===== src/verilog/transport_pkg.sv =====
// Shared constants, types and mode table of the converter transmit link
`default_nettype none
package transport_pkg;
  // Control characters (octet value before line coding)
  localparam logic [7:0] K28_5 = 8'hbc;
  localparam logic [7:0] K28_0 = 8'h1c;
  localparam logic [7:0] K28_3 = 8'h7c;
  // Sync header of a data block
  localparam logic [1:0] SH_DATA = 2'h1;
  // Register byte offsets
  localparam logic [11:0] A_CTRL = 12'h000;
  localparam logic [11:0] A_STAT = 12'h004;
  localparam logic [11:0] A_KLEN = 12'h008;
  // Control register fields
  localparam int C_MODE = 0;
  localparam int C_SCR = 2;
  localparam int C_NCO = 3;
  localparam int C_FEC = 4;
  localparam int C_RESTART = 5;
  // Status register fields
  localparam int S_SREF = 3;
  // Reset values
  localparam logic [1:0] MODE_RST = 2'h0;
  localparam logic [7:0] KLEN_RST = 8'h1f;
  // Framing counts
  localparam logic [2:0] BLK_LAST = 3'h7;
  localparam logic [4:0] MB_LAST = 5'h1f;
  localparam logic [1:0] ILAS_LAST = 2'h3;
  localparam logic [2:0] CGS_NEED = 3'h4;
  localparam logic [2:0] LOCK_NEED = 3'h4;
  localparam int SAMPLE_W = 12;

  typedef enum logic [1:0] {
    ST_CGS  = 2'b00,
    ST_WAIT = 2'b01,
    ST_ILAS = 2'b10,
    ST_DATA = 2'b11
  } link_state_t;

  // Mode bit 1 selects 64b/66b; mode bit 0 selects two octets per frame
  function automatic logic mode_is64(input logic [1:0] m);
    return m[1];
  endfunction : mode_is64

  function automatic logic [1:0] mode_f(input logic [1:0] m);
    return m[0] ? 2'h2 : 2'h1;
  endfunction : mode_f
endpackage : transport_pkg
`default_nettype wire


===== src/verilog/conv_link_if.sv =====
// Link between the transmitting converter end and the receiving logic end
`default_nettype none
interface conv_link_if #(parameter int LANES = 2);
  logic               sync_n;
  logic [LANES*8-1:0] octet;
  logic [LANES-1:0]   ctrl_k;
  logic [1:0]         sync_hdr;
  logic               hdr_valid;

  modport tx (input sync_n, output octet, output ctrl_k, output sync_hdr, output hdr_valid);
  modport rx (output sync_n, input octet, input ctrl_k, input sync_hdr, input hdr_valid);
endinterface : conv_link_if
`default_nettype wire


===== src/verilog/link_scrambler.sv =====
// Self-synchronous octet-wide scrambler and descrambler for both line codes
`default_nettype none
module link_scrambler (
  input  wire logic       pclk,
  input  wire logic       presetn,
  input  wire logic       clear,
  input  wire logic       mode64,
  input  wire logic       descramble,
  input  wire logic       enable,
  input  wire logic [7:0] din,
  output logic      [7:0] dout
);
  logic [57:0] state_r;
  logic [57:0] state_nxt;
  logic [7:0]  mixed;

  // Bit-serial over the octet, MSB first; 64b blocks are just eight octets in a row
  function automatic logic [65:0] step(input logic [57:0] s, input logic [7:0] d,
                                       input logic m64, input logic dsc);
    logic [57:0] st;
    logic [7:0]  y;
    logic        fb;
    st = s;
    y  = 8'h00;
    for (int i = 7; i >= 0; i--) begin
      fb   = m64 ? (st[57] ^ st[38]) : (st[14] ^ st[13]);
      y[i] = d[i] ^ fb;
      st   = {st[56:0], dsc ? d[i] : y[i]};
    end
    return {st, y};
  endfunction : step

  assign {state_nxt, mixed} = step(state_r, din, mode64, descramble);
  assign dout = enable ? mixed : din;

  // State only advances while enabled (scrambling or descrambling), cleared on restart
  always_ff @(posedge pclk or negedge presetn) begin
    if (!presetn) begin
      state_r <= '0;
    end else if (clear) begin
      state_r <= '0;
    end else if (enable) begin
      state_r <= state_nxt;
    end
  end
endmodule : link_scrambler
`default_nettype wire


===== src/verilog/tx_transport_end.sv =====
// Converter transmit end: transport mapping, scrambling and link framing
// Operation
// - 64b/66b block sync never needs sync request
// - Every 64b/66b block carries sync header
// - Receiver pulls sync low to begin CGS
// - Sync ignored in 64b/66b except oscillator sync
// - SYSREF resets multiframe/extended multiblock counters
// - One device clock runs all logic
// - FEC available only with 64b/66b
// - No CRC3, no command channel in header
// - Lanes of one link aligned together
// - Physical sync input in 8b/10b
// - Samples packed into octets, N' bits each
// - F octets per frame, S samples, L lanes
// - One mode setting picks whole mapping
// - Scrambling optional 8b/10b, forced 64b/66b
// - 8b/10b scrambles each octet
// - 64b/66b scrambles block before header
// - Alignment sequence always sent unscrambled
// - Different polynomial per line code
// - Receiver descrambler self-synchronizes
// - Frames grouped into multiframes or multiblocks
// - Commas on all lanes while sync low
// - Alignment sequence starts at next LMFC
//
// Local design decisions: the address map and the APB interface to the registers.
`default_nettype none
module tx_transport_end #(
  parameter int LANES   = 2,
  parameter int EMB_LEN = 1
) (
  input  wire logic                                   pclk,
  input  wire logic                                   presetn,
  input  wire logic                                   psel,
  input  wire logic                                   penable,
  input  wire logic                                   pwrite,
  input  wire logic [11:0]                            paddr,
  input  wire logic [31:0]                            pwdata,
  output logic      [31:0]                            prdata,
  output logic                                        pready,
  output logic                                        pslverr,
  input  wire logic                                   sysref,
  input  wire logic [LANES*transport_pkg::SAMPLE_W-1:0] samples,
  output logic                                        sample_take,
  output logic                                        nco_sync,
  conv_link_if.tx                                     link
);
  localparam int SW = transport_pkg::SAMPLE_W;

  if (LANES < 1 || LANES > 8) begin : g_bad_lanes
    $error("LANES must be 1 to 8");
  end
  if (EMB_LEN < 1 || EMB_LEN > 16) begin : g_bad_emb
    $error("EMB_LEN must be 1 to 16");
  end

  transport_pkg::link_state_t st_r, st_nxt;
  logic [31:0]        prdata_r;
  logic               pready_r, pslverr_r;
  logic [1:0]         mode_r;
  logic               scr_r, nco_en_r, fec_r, sref_seen_r;
  logic [7:0]         klen_r;
  logic               sync_m_r, sync_s_r, sync_d_r;
  logic               sref_m_r, sref_s_r, sref_d_r;
  logic [1:0]         tp_cnt_r;
  logic [7:0]         frm_cnt_r;
  logic [2:0]         blk_oct_r;
  logic [4:0]         mb_cnt_r;
  logic [3:0]         emb_cnt_r;
  logic [1:0]         ilas_cnt_r;
  logic [LANES*SW-1:0] sample_r;
  logic               sample_take_r, nco_sync_r, hdr_valid_r;
  logic [LANES*8-1:0] octet_r, octet_nxt;
  logic [LANES-1:0]   k_r, k_nxt;

  // APB decode; the answer flops load in the setup phase, so every access ends with no wait state
  wire setup     = psel & ~penable;
  wire access    = psel & penable & pready_r;
  wire wr        = access & pwrite;
  wire hit_ctrl  = (paddr == transport_pkg::A_CTRL);
  wire hit_stat  = (paddr == transport_pkg::A_STAT);
  wire hit_klen  = (paddr == transport_pkg::A_KLEN);
  wire hit_any   = hit_ctrl | hit_stat | hit_klen;
  wire wr_ctrl   = wr & hit_ctrl;
  wire restart   = wr_ctrl & pwdata[transport_pkg::C_RESTART];
  wire mode_chg  = wr_ctrl & (pwdata[1:0] != mode_r);
  wire sref_clr  = wr & hit_stat & pwdata[transport_pkg::S_SREF];

  // Mode decode: the single mode field fixes code, F and framing
  wire       is64     = transport_pkg::mode_is64(mode_r);
  wire [1:0] f_len    = transport_pkg::mode_f(mode_r);
  wire       scr_on   = is64 | scr_r;
  wire       fec_act  = fec_r & is64;
  wire       tp_last  = (tp_cnt_r == f_len - 2'h1);
  wire       frm_last = (frm_cnt_r == klen_r);
  wire       blk_last = (blk_oct_r == transport_pkg::BLK_LAST);
  wire       mb_last  = (mb_cnt_r == transport_pkg::MB_LAST);
  wire       emb_last = (emb_cnt_r == 4'(EMB_LEN - 1));
  wire       lmfc_nxt = tp_last & frm_last;
  wire       sref_rise = sref_s_r & ~sref_d_r;
  wire       sync_fall = ~sync_s_r & sync_d_r;
  wire       reinit    = restart | mode_chg;

  wire [31:0] stat_val = {27'h0, fec_act, sref_seen_r, sync_s_r, st_r};
  wire [31:0] ctrl_val = {27'h0, fec_r, nco_en_r, scr_r, mode_r};
  wire [31:0] rd_val   = hit_ctrl ? ctrl_val :
                         hit_stat ? stat_val :
                         hit_klen ? {24'h0, klen_r} : 32'h0;

  // Bus answer flops
  always_ff @(posedge pclk or negedge presetn) begin
    if (!presetn) begin
      pready_r  <= 1'b0;
      prdata_r  <= 32'h0;
      pslverr_r <= 1'b0;
    end else begin
      pready_r  <= setup;
      prdata_r  <= (setup & ~pwrite) ? rd_val : 32'h0;
      pslverr_r <= setup & ~hit_any;
    end
  end

  // Software settings; SYSREF seen flag keeps a new capture over a clear
  always_ff @(posedge pclk or negedge presetn) begin
    if (!presetn) begin
      mode_r      <= transport_pkg::MODE_RST;
      scr_r       <= 1'b0;
      nco_en_r    <= 1'b0;
      fec_r       <= 1'b0;
      klen_r      <= transport_pkg::KLEN_RST;
      sref_seen_r <= 1'b0;
    end else begin
      if (wr_ctrl) begin
        mode_r   <= pwdata[1:0];
        scr_r    <= pwdata[transport_pkg::C_SCR];
        nco_en_r <= pwdata[transport_pkg::C_NCO];
        fec_r    <= pwdata[transport_pkg::C_FEC];
      end
      if (wr & hit_klen) begin
        klen_r <= pwdata[7:0];
      end
      sref_seen_r <= sref_rise | (sref_seen_r & ~sref_clr);
    end
  end

  // Pin synchronisers; the first stage feeds only the second
  always_ff @(posedge pclk or negedge presetn) begin
    if (!presetn) begin
      sync_m_r <= 1'b0;
      sync_s_r <= 1'b0;
      sync_d_r <= 1'b0;
      sref_m_r <= 1'b0;
      sref_s_r <= 1'b0;
      sref_d_r <= 1'b0;
    end else begin
      sync_m_r <= link.sync_n;
      sync_s_r <= sync_m_r;
      sync_d_r <= sync_s_r;
      sref_m_r <= sysref;
      sref_s_r <= sref_m_r;
      sref_d_r <= sref_s_r;
    end
  end

  // Frame, multiframe, block, multiblock and extended multiblock counters
  always_ff @(posedge pclk or negedge presetn) begin
    if (!presetn) begin
      tp_cnt_r  <= 2'h0;
      frm_cnt_r <= 8'h0;
      blk_oct_r <= 3'h0;
      mb_cnt_r  <= 5'h0;
      emb_cnt_r <= 4'h0;
    end else if (sref_rise) begin
      tp_cnt_r  <= 2'h0;
      frm_cnt_r <= 8'h0;
      blk_oct_r <= 3'h0;
      mb_cnt_r  <= 5'h0;
      emb_cnt_r <= 4'h0;
    end else begin
      tp_cnt_r  <= tp_last ? 2'h0 : tp_cnt_r + 2'h1;
      if (tp_last) begin
        frm_cnt_r <= frm_last ? 8'h0 : frm_cnt_r + 8'h1;
      end
      blk_oct_r <= blk_oct_r + 3'h1;
      if (blk_last) begin
        mb_cnt_r <= mb_cnt_r + 5'h1;
        if (mb_last) begin
          emb_cnt_r <= emb_last ? 4'h0 : emb_cnt_r + 4'h1;
        end
      end
    end
  end

  // Link bring-up; in 64b/66b the sync input never steers the state
  always_comb begin
    st_nxt = st_r;
    case (st_r)
      transport_pkg::ST_CGS: begin
        if (is64) begin
          st_nxt = transport_pkg::ST_DATA;
        end else if (sync_s_r) begin
          st_nxt = transport_pkg::ST_WAIT;
        end
      end
      transport_pkg::ST_WAIT: begin
        if (lmfc_nxt) begin
          st_nxt = transport_pkg::ST_ILAS;
        end
      end
      transport_pkg::ST_ILAS: begin
        if (lmfc_nxt && ilas_cnt_r == transport_pkg::ILAS_LAST) begin
          st_nxt = transport_pkg::ST_DATA;
        end
      end
      transport_pkg::ST_DATA: st_nxt = transport_pkg::ST_DATA;
      default: st_nxt = transport_pkg::ST_CGS;
    endcase
    if (reinit) begin
      st_nxt = transport_pkg::ST_CGS;
    end else if (!is64 && !sync_s_r) begin
      st_nxt = transport_pkg::ST_CGS;
    end
  end

  // State, alignment count and sample capture once per frame
  always_ff @(posedge pclk or negedge presetn) begin
    if (!presetn) begin
      st_r          <= transport_pkg::ST_CGS;
      ilas_cnt_r    <= 2'h0;
      sample_r      <= '0;
      sample_take_r <= 1'b0;
      nco_sync_r    <= 1'b0;
    end else begin
      st_r <= st_nxt;
      if (st_r != transport_pkg::ST_ILAS) begin
        ilas_cnt_r <= 2'h0;
      end else if (lmfc_nxt) begin
        ilas_cnt_r <= ilas_cnt_r + 2'h1;
      end
      if (tp_last) begin
        sample_r <= samples;
      end
      sample_take_r <= tp_last;
      nco_sync_r    <= is64 & nco_en_r & sync_fall;
    end
  end

  wire in_data = (st_r == transport_pkg::ST_DATA);
  wire in_ilas = (st_r == transport_pkg::ST_ILAS);
  wire [7:0] cfg_oct = {3'h0, fec_r, nco_en_r, scr_r, mode_r};

  // Per lane: map, scramble and pick the character; all lanes share counters
  for (genvar l = 0; l < LANES; l++) begin : g_lane
    wire [SW-1:0] smp  = sample_r[l*SW +: SW];
    wire [7:0]    pay  = (tp_cnt_r == 2'h0) ? smp[11:4] : {smp[3:0], 4'h0};
    wire          mf_first = (tp_cnt_r == 2'h0) && (frm_cnt_r == 8'h0);
    wire          cfg_pos  = (ilas_cnt_r == 2'h1) && (frm_cnt_r == 8'h1);
    wire [7:0]    ilas_oct = mf_first ? transport_pkg::K28_0 :
                             lmfc_nxt ? transport_pkg::K28_3 :
                             cfg_pos ? cfg_oct : frm_cnt_r;
    wire          ilas_k   = mf_first | lmfc_nxt;
    wire [7:0]    scr_oct;

    link_scrambler u_scr (
      .pclk       (pclk),
      .presetn    (presetn),
      .clear      (~in_data | reinit),
      .mode64     (is64),
      .descramble (1'b0),
      .enable     (scr_on & in_data),
      .din        (pay),
      .dout       (scr_oct)
    );

    assign octet_nxt[l*8 +: 8] = in_data ? scr_oct :
                                 in_ilas ? ilas_oct : transport_pkg::K28_5;
    assign k_nxt[l] = in_data ? 1'b0 : (in_ilas ? ilas_k : 1'b1);
  end

  // Link output flops; header rides with the first octet of each block
  always_ff @(posedge pclk or negedge presetn) begin
    if (!presetn) begin
      octet_r     <= '0;
      k_r         <= '0;
      hdr_valid_r <= 1'b0;
    end else begin
      octet_r     <= octet_nxt;
      k_r         <= k_nxt;
      hdr_valid_r <= is64 & in_data & (blk_oct_r == 3'h0);
    end
  end

  assign link.octet     = octet_r;
  assign link.ctrl_k    = k_r;
  assign link.hdr_valid = hdr_valid_r;
  assign link.sync_hdr  = transport_pkg::SH_DATA;
  assign prdata         = prdata_r;
  assign pready         = pready_r;
  assign pslverr        = pslverr_r;
  assign sample_take    = sample_take_r;
  assign nco_sync       = nco_sync_r;
endmodule : tx_transport_end
`default_nettype wire


===== src/flat_wrapper.sv =====
// flat-port wrapper written by rule: the top's interface ports become plain ports
module tx_transport_end_flat 
#(
  parameter int LANES   = 2,
  parameter int EMB_LEN = 1
)
  (pclk, presetn, psel, penable, pwrite, paddr, pwdata, prdata, pready, pslverr, sysref, samples, sample_take, nco_sync, link_sync_n, link_octet, link_ctrl_k, link_sync_hdr, link_hdr_valid);
  conv_link_if #(.LANES(LANES)) link_i ();
  input  wire logic pclk;
  input  wire logic presetn;
  input  wire logic psel;
  input  wire logic penable;
  input  wire logic pwrite;
  input  wire logic [11:0] paddr;
  input  wire logic [31:0] pwdata;
  output logic      [31:0] prdata;
  output logic pready;
  output logic pslverr;
  input  wire logic sysref;
  input  wire logic [LANES*transport_pkg::SAMPLE_W-1:0] samples;
  output logic sample_take;
  output logic nco_sync;
  input wire logic [$bits(link_i.sync_n)-1:0] link_sync_n;
  output wire logic [$bits(link_i.octet)-1:0] link_octet;
  output wire logic [$bits(link_i.ctrl_k)-1:0] link_ctrl_k;
  output wire logic [$bits(link_i.sync_hdr)-1:0] link_sync_hdr;
  output wire logic [$bits(link_i.hdr_valid)-1:0] link_hdr_valid;
  assign link_i.sync_n = link_sync_n;
  assign link_octet = link_i.octet;
  assign link_ctrl_k = link_i.ctrl_k;
  assign link_sync_hdr = link_i.sync_hdr;
  assign link_hdr_valid = link_i.hdr_valid;
  tx_transport_end #(.LANES(LANES), .EMB_LEN(EMB_LEN)) u_core (.pclk(pclk), .presetn(presetn), .psel(psel), .penable(penable), .pwrite(pwrite), .paddr(paddr), .pwdata(pwdata), .prdata(prdata), .pready(pready), .pslverr(pslverr), .sysref(sysref), .samples(samples), .sample_take(sample_take), .nco_sync(nco_sync), .link(link_i));
endmodule

===== config.mk =====
export PLATFORM = sky130hd
export DESIGN_NAME = tx_transport_end_flat
export DESIGN_NICKNAME = d
export VERILOG_FILES = /design/src/verilog/transport_pkg.sv /design/src/verilog/conv_link_if.sv /design/src/verilog/link_scrambler.sv /design/src/verilog/tx_transport_end.sv /design/src/flat_wrapper.sv
export SDC_FILE = /design/constraint.sdc
export NUM_CORES = 1
export LEC_CHECK = 0
export BUFFER_PORTS_ARGS = -buffer_cell sky130_fd_sc_hd__buf_2
export CAP_MARGIN = 15
export CORE_MARGIN = 2
export CORE_UTILIZATION = 50
export CTS_BUF_LIST = sky130_fd_sc_hd__clkbuf_2
export DETAILED_ROUTE_END_ITERATION = 8
export GPL_TIMING_DRIVEN = 0
export PLACE_DENSITY = 0.74
export REMOVE_ABC_BUFFERS = 1
export SETUP_SLACK_MARGIN = 0.15
export SYNTH_ARGS = -nofsm -noshare
export SYNTH_HDL_FRONTEND = slang
export SYNTH_SLANG_ARGS = --single-unit

===== constraint.sdc =====
create_clock -name pclk -period 2 [get_ports pclk]
set_clock_uncertainty 0.1 [all_clocks]
set_input_delay 0.1 -clock pclk [delete_from_list [all_inputs] [get_ports pclk]]
set_output_delay 0.1 -clock pclk [all_outputs]
set_load 0.1 [all_outputs]

==> key figures <==
Job
  • Max-cap violations: 0

Critical path
  • Worst path slowest cell: dfrtp_2
  • Critical Path Source Type: register
  • Crit end category: register
  • Crit-path max cell delay: approximately 0.46 ns
  • CP most frequent cell: buf_6
  • Crit Path Max Fanout: 7
  • Worst Path Required: 2.62 ns
  • CP Cell Sequence: buf_4, buf_6, xor2_2, nor4_2, and3_4, buf_6, o21ai_1, o211ai_1
  • Crit path DAT: 2.90 ns
  • Crit path kind: register to register
  • FF-to-FF path depth: 8

Run status
  • Status: finished with violations
  • Failing checks: hold timing, setup timing

Clocking
  • CTS HTree Levels: 2
  • Clk buf depth: 3
  • CTS tree: done
  • Num CTS Buffers: 53
  • Latest clock arrival within the worst-skew pair: between 0.9 and 1 ns
  • Clk sinks: slightly above 200
  • Clk slew on worst S/H paths: ~0.11 ns
  • Root Driver: clkbuf_2

Finish
  • Share of cells above drive strength 1: between 30% and 40%
  • Fin area: roughly 13000 sq um
  • Ant diodes: 0
  • Final nets: around 1300
  • Layout fillers: approximately 1200
  • Commonest cells after routing, fill and taps aside: nand2_1 (246), dfrtp_1 (190), a21oi_2 (92)
  • Commonest non-fill, non-tap cell in the layout: nand2_1
  • Layout area overhead: 39.04%
  • Layout Cells excl Fill: between 1000 and 1500

Floorplanning
  • Die Height: 142.5 um
  • Starting density of the core: 51.08%
  • Full die area: between 20000 and 25000 sq um
  • # IOs: around 130
  • Core area: roughly 19000 sq um
  • # rows: 50
  • Die Wd: 142.5 um

Global routing
  • First-pass GRT wire length: approximately 41000 um
  • Largest net degree at the start of global routing: roughly 120
  • Total global-route track usage: roughly a quarter
  • GRT overflow: 0
  • Initial antenna violation count: 0
  • Number of global-route vias before repair: ~8100

Synthesis
  • Synth Instances: between 900 and 1000
  • Synth top area share: 52.73%
  • Cell variety after synth: 50
  • Largest cells by area after synthesis: dfrtp_1 (53%), nand2_1 (9.7%), a21oi_1 (6.4%)
  • Cell taking the most area after synthesis: dfrtp_1
  • Async S/R FF share, synth: 100.0%
  • Seq/Total Area, Yosys: between 50% and 60%
  • Mean Syn Cell Area: slightly below 10 sq um
  • Synthesized area: between 9000 and 10000 sq um
  • Yosys warning count: 0
  • FF+latch count, synth: 207
  • Main synth FF type: dfrtp_1
  • Number of flops mapped to enable cells by yosys: 0

Route
  • WL final: 31520 um
  • Vias/cell: approximately 5.9
  • Via count: roughly 8700
  • Drc violations: 0
  • WL per Instance: between 20 and 25 um
  • DRT iter0 DRCs: 953
  • TritonRoute pass-1 iters: 5
  • Detail Route Antenna Nets: 0

Timing
  • # setup viols final: about 140
  • Final Hold Vio Count: 13
  • Fin crit share: 113.7%
  • Slew Limit Fails: 0
  • Worst Tran Pin Value: about 0.72 ns
  • Tmin final: 2.275 ns
  • Worst setup margin: -0.2747 ns
  • Min Hold Slack: -0.1996 ns
  • RSZ-0062 raised after global routing: yes
  • Peak Freq: around 0.44 GHz
  • Slew headroom: 52.25%

Worst hold path
  • Hold Path Class: input port to register
  • Hold Path Depth: 6

Placed design
  • Placed Cells: 1231
  • Placement-stage cell area: a little over 10000 sq um
  • Final HPWL DP: roughly 13000 um
  • Port bufs: 81
  • Routability congestion estimate: between 0.8 and 0.9

Power
  • Maximum VDD drop: roughly 0.33 mV
  • Lkg Pwr: 5.735 nW
  • PD cells: approximately 620 nW/um^2
-- path summary, 6_finish.rpt --
check                      slack (ns)                                 to           startpoint
max                             -0.27              u_core.link.octet[13]  u_core.frm_cnt_r[3]
min                             -0.20                   u_core.prdata[1]             paddr[1]
max reg2reg                     -0.27              u_core.link.octet[13]  u_core.frm_cnt_r[3]
min reg2reg                      0.28                    u_core.sref_s_r      u_core.sref_m_r
max in group asynchronous        0.50  u_core.g_lane[0].u_scr.state_r[5]              presetn
min in group asynchronous        0.24               u_core.ilas_cnt_r[1]              presetn
-- worst max-delay path, delay by kind of cell, from the launching register on --
kind | cells | cell delay (ns)
DFF | 1 | 0.46
and+or+nand+nor | 2 | 0.75
AOI/OAI and AO/OA | 2 | 0.25
buffers and inverters | 3 | 0.38
xor gates and xnor gates | 1 | 0.14
-- registers in the layout, summed over array words and instances, names as in the netlist, 3 cells and up --
signal,count
u_core.frm_cnt_r,8
u_core.prdata,8
u_core.g_lane.u_scr.state_r,116
u_core.blk_oct_r,3
u_core.klen_r,8
u_core.link.octet,16
u_core.sample_r,24
-- power breakdown --
part           switching (W)  internal (W)
sequential         0.0000778       0.00426
combinational       0.000810      0.000405
clock                0.00178      0.000958
-- through the flow --
step | total power [W] | util (%) | hold WS [ns] | setup TNS (ns) | setup slack (ns)
CTS | 0.008040 | 65.12 | -0.2830 | -2.880 | -0.07193
finish | 0.008289 | 71.02 | -0.1996 | -16.84 | -0.2747
detailed placement | 0.005217 | 53.94 | 0.06140 | -76.87 | -0.7749
floorplan | 0.004948 | - | -0.2956 | -299.44 | -2.783
global placement | 0.005180 | 52.71 | 0.1095 | -1130.36 | -5.172
global route | 0.008557 | 71.02 | -0.1621 | -16.51 | -0.4903
-- cell families (layout without fill, tap and decap cells) --
group / Yosys count / count (layout) / synth area share, %
xor+xnor: 76 / 76 / 6.943
buf+inv: 101 / 344 / 5.547
mux: 65 / 65 / 7.270
compound gates: 180 / 181 / 10.65
other cells: 2 / 26 / 0.07834
fa+ha+maj: 8 / 8 / 1.044
simple gates: 332 / 336 / 14.37
flops: 207 / 207 / 54.10
-- final cells by class --
cell class / instances / area [sq um] / share of cell area, %
flip-flops and latches: 207 / 5204 / 39.04
multi-input cells: 692 / 4957 / 37.19
repair buffers: 244 / 2402 / 18.02
clock buffers: 72 / 360.3 / 2.703
well taps: 234 / 292.8 / 2.197
clock inverters: 15 / 56.30 / 0.4224
inverters: 13 / 56.30 / 0.4224
-- synthesized netlist by cell type (8+ instances only) --
library cell	n
dfrtp_1	202
ha_1	8
o21ai_0	15
xnor2_1	49
xor2_1	27
clkbuf_1	38
buf_4	27
a211oi_1	10
nor2_1	37
a21oi_1	123
nand2_1	247
mux2_2	37
inv_1	12
mux2i_1	28
buf_2	11
-- layer usage --
metal | share of wire [%] | GRT usage, % | vias to the layer above
met3 | 8.6 | 5.653 | 148
li1 | - | - | 3679
met2 | 48 | 40.97 | 564
met1 | 38 | 32.78 | 4273
met4 | 5.8 | 13.18 | 0
met5 | 0 | 0 | -
-- timing repair --
| item | 4_1_cts | 5_1_grt |
|---|---|---|
| pin swaps | 21 | 14 |
| setup endpoints to repair | 173 | 174 |
| cloned | 8 | 9 |
| setup buffers | 43 | 13 |
| gates resized for setup | 114 | 168 |
| hold buffers | 77 | 10 |
| hold endpoints to repair | 340 | 24 |
No activity file was read; power rests on OpenSTA's default activity.
